==> config.mk <==
export PLATFORM = sky130hd
export DESIGN_NAME = ghbp_port
export DESIGN_NICKNAME = d
export VERILOG_FILES = /design/src/ghbp_pkg.sv /design/src/ghbp_sync3.sv /design/src/ghbp_port.sv
export VERILOG_INCLUDE_DIRS = /design/src /design/src/src
export SDC_FILE = /design/constraint.sdc
export NUM_CORES = 1
export LEC_CHECK = 0
export BUFFER_PORTS_ARGS = -buffer_cell sky130_fd_sc_hd__buf_2
export CORE_MARGIN = 2
export CORE_UTILIZATION = 52
export CTS_CLUSTER_DIAMETER = 30
export DETAILED_ROUTE_END_ITERATION = 10
export PLACE_DENSITY = 0.82
export SLEW_MARGIN = 30
export SYNTH_ARGS = -nofsm -noshare
export SYNTH_HDL_FRONTEND = slang
export SYNTH_HIERARCHICAL = 1
export SYNTH_SLANG_ARGS = --single-unit
==> constraint.sdc <==
create_clock -name mclk_in -period 1.89 [get_ports mclk_in]
set_clock_uncertainty 0.2 [all_clocks]
set_input_delay 0.2835 -clock mclk_in [delete_from_list [all_inputs] [get_ports mclk_in]]
set_output_delay 0.2835 -clock mclk_in [all_outputs]
set_load 0.01 [all_outputs]
==> src/ghbp_defs.svh <==
// Constants of the generic host bus port: address map, strap codes, timing counts.
// Assumes inclusion by bare name from the port package and modules.
`ifndef GHBP_DEFS_SVH
`define GHBP_DEFS_SVH
`define GHBP_MEM_LAST 17'h13FFF
`define GHBP_REG_FIRST 17'h1FFE0
`define GHBP_REG_LAST 17'h1FFFF
`define GHBP_BUS_TYPE_GENERIC 3'h7
`define GHBP_CFG_SAMPLE_CYCLES 4'h8
`define GHBP_IDLE_DATA 16'h0000
`endif

==> src/ghbp_pkg.sv <==
// Types of the generic host bus port.
// Assumes ghbp_defs.svh is on the include path.
`include "ghbp_defs.svh"
package ghbp_pkg;
  typedef enum logic [2:0] {
    GHBP_ST_IDLE,
    GHBP_ST_ARB,
    GHBP_ST_XFER,
    GHBP_ST_DONE
  } ghbp_state_t;
  typedef enum logic {
    GHBP_MODE_ONE,
    GHBP_MODE_TWO
  } ghbp_mode_t;
endpackage : ghbp_pkg

==> src/ghbp_sync3.sv <==
// Three-stage synchroniser with agreement filter for one asynchronous pin.
// Assumes a synchronous active-low reset on the sampling clock.
`timescale 1ns/100ps
`default_nettype none
module ghbp_sync3 #(
  parameter logic RESET_VAL = 1'b1
) (
  input wire logic mclk_in,
  input wire logic rst_b_in,
  input wire logic pin_in,
  output logic level_out
);
  typedef struct packed {
    logic s1;
    logic s2;
    logic s3;
    logic level;
  } ghbp_sync_t;
  ghbp_sync_t st_q;
  ghbp_sync_t st_d;

  // Only s2 and s3 feed the filter; s1 is read by s2 alone
  always_comb begin
    st_d = st_q;
    st_d.s1 = pin_in;
    st_d.s2 = st_q.s1;
    st_d.s3 = st_q.s2;
    if (st_q.s2 == st_q.s3) begin
      st_d.level = st_q.s3;
    end
  end

  always_ff @(posedge mclk_in) begin
    if (!rst_b_in) begin
      st_q <= '{s1: RESET_VAL, s2: RESET_VAL, s3: RESET_VAL, level: RESET_VAL};
    end else begin
      st_q <= st_d;
    end
  end

  assign level_out = st_q.level;
endmodule : ghbp_sync3
`default_nettype wire

==> src/ghbp_port.sv <==
// Generic host bus port: host slave in generic modes one and two, with wait and arbitration.
// Assumes a refresh requester and a memory/register back end on mclk_in, which is separate from
// the host bus clock; host strobes arrive asynchronously and are synchronised here.
// Operation
// - Sixteen-bit data, seventeen-bit address to host
// - Mode one: chip select, per-byte strobes
// - Mode one ignores bus status, tied low
// - Mode two: high byte enable both directions
// - Mode two: low write strobe is write
// - Mode two: read strobe drives read data
// - Mode two: status, read-write pins tied high
// - Active-low wait until data ready/accepted
// - Arbitrate host against display refresh
// - Port runs on mclk_in, not on the bus clock
// - Strobes accepted asynchronously to bus clock
// - Latch configuration pins after reset
// - Display memory at 0 through 13FFFh
// - Registers at 1FFE0h through 1FFFFh
`timescale 1ns/100ps
`default_nettype none
`include "ghbp_defs.svh"
module ghbp_port #(
  parameter int ADDR_W = 17,
  parameter int DATA_W = 16
) (
  input wire logic mclk_in,
  input wire logic rst_b_in,
  input wire logic [ADDR_W-1:0] host_addr_in,
  input wire logic [DATA_W-1:0] host_data_bus_in,
  output logic [DATA_W-1:0] host_data_bus_out,
  output logic host_data_bus_oe_b_out,
  input wire logic chip_select_n_in,
  input wire logic low_byte_write_strobe_n_in,
  input wire logic high_byte_write_strobe_n_in,
  input wire logic read_strobe_n_in,
  input wire logic read_write_pin_in,
  input wire logic bus_status_mode_pin_in,
  input wire logic [3:0] power_up_config_pins_in,
  output logic wait_n_out,
  output ghbp_pkg::ghbp_mode_t bus_mode_out,
  output logic big_endian_out,
  output logic [2:0] bus_type_select_out,
  output logic bad_bus_type_out,
  input wire logic refresh_req_in,
  output logic refresh_gnt_out,
  output logic mem_sel_out,
  output logic reg_sel_out,
  output logic back_req_out,
  output logic back_write_out,
  output logic [1:0] back_byte_en_out,
  output logic [ADDR_W-1:0] back_addr_out,
  output logic [DATA_W-1:0] back_wdata_out,
  input wire logic back_ack_in,
  input wire logic [DATA_W-1:0] back_rdata_in
);
  import ghbp_pkg::*;

  typedef struct packed {
    ghbp_state_t state;
    ghbp_mode_t mode;
    logic endian;
    logic [2:0] bus_type;
    logic [3:0] cfg_cnt;
    logic cfg_done;
    logic write;
    logic [1:0] byte_en;
    logic [ADDR_W-1:0] addr;
    logic [DATA_W-1:0] wdata;
    logic [DATA_W-1:0] rdata;
    logic mem_sel;
    logic reg_sel;
    logic drive;
    logic req;
    logic gnt;
  } ghbp_port_t;

  ghbp_port_t st_q;
  ghbp_port_t st_d;

  logic cs_s, we0_s, we1_s, rd0_s, rd1_s, bs_s, end_s;
  logic [2:0] bt_s;
  logic [8:0] pins;
  logic [8:0] pins_s;

  // Every strobe and strap passes the three-stage filter
  assign pins = {power_up_config_pins_in, bus_status_mode_pin_in, read_write_pin_in,
                 read_strobe_n_in, high_byte_write_strobe_n_in, low_byte_write_strobe_n_in};

  ghbp_sync3 #(.RESET_VAL(1'b1)) u_sync_cs (
    .mclk_in(mclk_in),
    .rst_b_in(rst_b_in),
    .pin_in(chip_select_n_in),
    .level_out(cs_s)
  );

  genvar gi;
  generate
    for (gi = 0; gi < 9; gi++) begin : g_sync
      ghbp_sync3 #(.RESET_VAL(pins_rst_c(gi))) u_sync (
        .mclk_in(mclk_in),
        .rst_b_in(rst_b_in),
        .pin_in(pins[gi]),
        .level_out(pins_s[gi])
      );
    end
  endgenerate

  function automatic logic pins_rst_c(input int i);
    pins_rst_c = (i < 5);
  endfunction : pins_rst_c

  assign {end_s, bt_s, bs_s, rd1_s, rd0_s, we1_s, we0_s} = pins_s;

  logic sel, any_rd, any_wr, lo_en, hi_en, in_mem, in_reg;

  always_comb begin
    // Mode one: per-byte strobes; read-write pin is the high-byte read
    // Mode two: high byte enable qualifies both directions
    if (st_q.mode == GHBP_MODE_ONE) begin
      any_wr = !we0_s || !we1_s;
      any_rd = !rd0_s || !rd1_s;
      lo_en = any_wr ? !we0_s : !rd0_s;
      hi_en = any_wr ? !we1_s : !rd1_s;
    end else begin
      any_wr = !we0_s;
      any_rd = !rd0_s;
      lo_en = 1'b1;
      hi_en = !we1_s;
    end
    sel = !cs_s && (any_wr || any_rd) && st_q.cfg_done;
    in_mem = st_q.addr <= `GHBP_MEM_LAST;
    in_reg = st_q.addr >= `GHBP_REG_FIRST;
  end

  always_comb begin
    st_d = st_q;
    // Straps are captured once the filtered pins settle after reset
    if (!st_q.cfg_done) begin
      st_d.cfg_cnt = st_q.cfg_cnt + 4'h1;
      if (st_q.cfg_cnt == `GHBP_CFG_SAMPLE_CYCLES) begin
        st_d.cfg_done = 1'b1;
        st_d.mode = bs_s ? GHBP_MODE_TWO : GHBP_MODE_ONE;
        st_d.endian = end_s;
        st_d.bus_type = bt_s;
      end
    end
    // Refresh wins while the host is idle; once a host access holds the grant it keeps it
    st_d.gnt = 1'b0;
    case (st_q.state)
      GHBP_ST_IDLE: begin
        st_d.drive = 1'b0;
        if (sel) begin
          st_d.state = GHBP_ST_ARB;
          st_d.write = any_wr;
          st_d.byte_en = {hi_en, lo_en};
          st_d.addr = host_addr_in;
          st_d.wdata = host_data_bus_in;
        end
      end
      GHBP_ST_ARB: begin
        if (!refresh_req_in) begin
          st_d.state = GHBP_ST_XFER;
          // Holes never raise a back-end request, so no ack is owed for them
          st_d.req = in_mem || in_reg;
          st_d.mem_sel = in_mem;
          st_d.reg_sel = in_reg;
        end
      end
      GHBP_ST_XFER: begin
        // Unmapped holes complete at once so wait is never held forever
        if (back_ack_in || !(st_q.mem_sel || st_q.reg_sel)) begin
          st_d.req = 1'b0;
          st_d.state = GHBP_ST_DONE;
          st_d.rdata = (st_q.mem_sel || st_q.reg_sel) ? back_rdata_in : `GHBP_IDLE_DATA;
          st_d.drive = !st_q.write;
        end
      end
      GHBP_ST_DONE: begin
        // Hold data until the host drops its strobe or chip select
        if (cs_s || !(any_rd || any_wr)) begin
          st_d.state = GHBP_ST_IDLE;
          st_d.drive = 1'b0;
        end
      end
      default: begin
        st_d.state = GHBP_ST_IDLE;
      end
    endcase
    if (st_d.state == GHBP_ST_IDLE) begin
      st_d.gnt = refresh_req_in;
    end
  end

  always_ff @(posedge mclk_in) begin
    if (!rst_b_in) begin
      st_q <= '0;
    end else begin
      st_q <= st_d;
    end
  end

  // Wait goes low as soon as a synchronised select is seen; the host's own sampling
  // must tolerate the filter latency before wait can appear
  assign wait_n_out = !(sel && st_q.state != GHBP_ST_DONE);
  assign host_data_bus_out = st_q.rdata;
  assign host_data_bus_oe_b_out = !(st_q.drive && !cs_s);
  assign bus_mode_out = st_q.mode;
  assign big_endian_out = st_q.endian;
  assign bus_type_select_out = st_q.bus_type;
  assign bad_bus_type_out = st_q.cfg_done && (st_q.bus_type != `GHBP_BUS_TYPE_GENERIC);
  assign refresh_gnt_out = st_q.gnt;
  assign mem_sel_out = st_q.mem_sel;
  assign reg_sel_out = st_q.reg_sel;
  assign back_req_out = st_q.req;
  assign back_write_out = st_q.write;
  assign back_byte_en_out = st_q.byte_en;
  assign back_addr_out = st_q.addr;
  assign back_wdata_out = st_q.wdata;
endmodule : ghbp_port
`default_nettype wire

==> qor.yml <==
ios: 127
grt_max_degree: 50
rsz0062_at_grt: "true"
max_stage_delay_ns: 0.38
synth_common_cells: "dfxtp_1, buf_4, nor2b_1, mux2i_1, and2_1"
p_seq_share_pct: 58.1
worstPathRequired_ns: 1.41
p_clk_share_pct: 36.0
clkTransAtPathRegs_ns: 0.10
timing.rr.end: "back_addr_out[14]$_SDFFE_PN0P_"
syn_to_final_growth_pct: 24.1
final_cells: 674
synth.net_count: 507
yosys_warnings: 6
crit_end: "wait_n_out"
synth_top_flop_cell: "dfxtp_1"
filler_cell_count: 634
start_kind: "flip-flop"
period_needed_ns: 1.88
ys_types: 38
synth.area.mux_share_pct: 9.33
hold_depth: 2
synth_area_um2: 4510
routed_wl_um: 8900
diodes: 0
synth.most_common_cell: "dfxtp_1"
synth_top_cell_by_area: "dfxtp_1"
synth_top_family_by_area: "simple AND/OR/NAND/NOR gates"
drc: 0
netSwitchingPower_mw: 0.924
setup_viol: 0
grt_overflow_total: 0
reg2regPathDepth: 6
pwr-share-comb_pct: 5.8
syn_inst: 442
regToRegStartpoint: "bus_mode_out$_SDFFE_PN0P_"
startpoint: "st_q[68]$_SDFF_PN0_"
use_met3_pct: 4.39
critical_path.cell_chain: "nor2b_2, a211o_1, buf_6"
cts_root_buf: "clkbuf_8"
switching_share_pct: 22.7
die_y_um: 97.1
insertion_delay_ns: 0.37
cp-end-kind: "output pin"
netlist_top_cells_area: "dfxtp_1, buf_4, mux2i_1"
synth-compound-area-share_pct: 8.30
vias: 3267
initialDrtViolationCount: 164
irDropWorstVdd_v: 0.000395
die_w_um: 97.1
wl_per_cell_um: 13.2
fmax_mhz: 533
top_usage_layer: "met2"
cts_buffers: 9
cp_slowest_cell: "dfxtp_1"
placed_cells: 610
placed_cell_area_um2: 4870
nets: 629
p_int_mw: 3.15
cts_buffer_depth: 2
arrival_ns: 1.39
synth-simple-area-share_pct: 20.7
synthArstFlopShare_pct: 0
path_class: "flip-flop to output pin"
r2r_slack_ns: 0.03
yosys.area_share.xor_xnor_pct: 0.583
hold_viol: 0
grt_pass1_vias: 3196
synth_seq_cells: 110
row_count: 33
drv_cap: 0
io_buffer_count: 126
outcome: "complete, no violations"
h-tree-depth: 3
synth_edf_count: 0
antenna_found_initial: 0
dp_hpwl_um: 5770
dr.pass1.iters: 4
coreArea_um2: 8300
clkSinkCount: 110
via_per_inst: 4.85
antenna_left: 0
crit_fanout: 5
drv_slew: 0
initial_core_util_pct: 54.3
synthAdderAreaFrac_pct: 0.555
final_area_um2: 5590
place.gp.congestion: 0.808
use_met1_pct: 22.1
avgSynthCellArea_um2: 10.2
grt_pass1_wl_um: 14700
tritoncts: "built"
use_met2_pct: 33.3
die-area_um2: 9430
cellPowerDensity_nw_per_um2: 728
ys_seq_area_share_pct: 48.8
hold_class: "input port to flip-flop"
p_leak_nw: 2.62
drive_gt1_share_pct: 29.9
finalCritPeriodShare_pct: 99.2
grtUsageTotal_pct: 18.8
synth_top_area_share_pct: 48.8
[state kept, by name (all words and copies together) (netlist names), 2 cells and up]
signal / count
back_addr_out: 17
back_byte_en_out: 2
back_wdata_out: 16
bus_type_select_out: 3
g_sync.u_sync/level_out: 9
g_sync.u_sync/st_d: 18
g_sync.u_sync/st_q: 9
host_data_bus_out: 16
st_q: 9
u_sync_cs/st_d: 2
[per-layer routing]
| layer | up-vias | wire (um) |
|---|---|---|
| met5 | - | 0 |
| met4 | 0 | 184 |
| met2 | 94 | 4420 |
| met3 | 22 | 414 |
| li1 | 1659 | - |
| met1 | 1492 | 3870 |
[worst min-delay path by stage]
stage	start	end	slack, ns
after floorplan	rst_b_in	g_sync[0].u_sync/st_d[1]$_SDFF_PN1_	0.16
after global placement	g_sync[1].u_sync/st_d[2]$_SDFF_PN1_	g_sync[1].u_sync/st_d[1]$_SDFF_PN1_	0.19
after detailed placement	u_sync_cs/st_d[2]$_SDFF_PN1_	u_sync_cs/st_d[1]$_SDFF_PN1_	0.20
after CTS	rst_b_in	g_sync[4].u_sync/st_d[1]$_SDFF_PN1_	0.05
after global routing	rst_b_in	g_sync[4].u_sync/st_q[1]$_SDFF_PN1_	0.06
final	rst_b_in	g_sync[4].u_sync/st_d[1]$_SDFF_PN1_	0.05
[area by class of cell]
cell class	count	area (um2)	share of cell area, %
clock buffers	9	124	2.21
clock inverters	7	92.6	1.66
inverters	6	22.5	0.403
multi-input cells	254	1800	32.2
flip-flops and latches	110	2210	39.5
well taps	105	131	2.35
repair buffers	183	1210	21.7
[repair_timing]
item,CTS,global route
pin swaps,2,3
setup buffers,3,1
endpoints found under the setup margin,1,8
gates resized for setup,10,4
hold endpoints to repair,44,0
hold buffers,44,0
[critical path, delay by kind of cell (launching register included)]
kind	cells	cell delay, ns
simple gates	1	0.19
compound gates	1	0.32
buf+inv	1	0.14
flops	1	0.38
[cell usage in the layout, fill, tap and decap left out, types with 2 or more instances in the layout]
cell / n
a21boi_1: 4
a21oi_1: 9
a31oi_1: 2
and2_0: 2
and2_1: 27
and2_2: 4
buf_12: 3
buf_2: 125
buf_4: 10
clkbuf_8: 9
clkinvlp_4: 2
dfxtp_1: 106
dfxtp_2: 2
dfxtp_4: 2
dlygate4sd3_1: 44
ha_1: 2
inv_1: 5
inv_8: 2
mux2i_1: 42
nand2_1: 11
nand2b_1: 20
nand4_1: 4
nor2_1: 9
nor2b_1: 44
nor3_1: 2
nor3b_1: 19
nor4b_2: 2
o211ai_1: 3
o21a_1: 18
o21ai_0: 3
o21ai_1: 10
xnor2_1: 3
[power groups by stage]
stage / Clock, mW / Combinational, mW / Sequential, mW
2_1_floorplan: 0 / 0.0704 / 2.42
6_report: 1.47 / 0.238 / 2.37
4_1_cts: 1.51 / 0.236 / 2.37
3_3_place_gp: 0 / 0.159 / 2.42
5_1_grt: 1.59 / 0.259 / 2.37
3_5_place_dp: 0 / 0.165 / 2.42
[per-stage QoR]
stage	utilization [%]	setup TNS [ns]	setup slack, ns	power (mW)	hold WS [ns]
after floorplan	-	0	0.150	2.49	0.157
after global placement	58.7	0	0.207	2.58	0.188
after detailed placement	58.7	0	0.115	2.59	0.197
after CTS	67.2	0	0.00405	4.11	0.0482
after global routing	67.4	-0.187	-0.0489	4.22	0.0634
final	67.4	0	0.0146	4.07	0.0544
[cells by family after synthesis]
group / after synthesis
compound gates: 57
xor+xnor: 3
fa+ha+maj: 2
buf+inv: 78
flops: 110
mux: 42
other cells: 1
simple gates: 149
No activity file was read; power rests on OpenSTA's default activity.
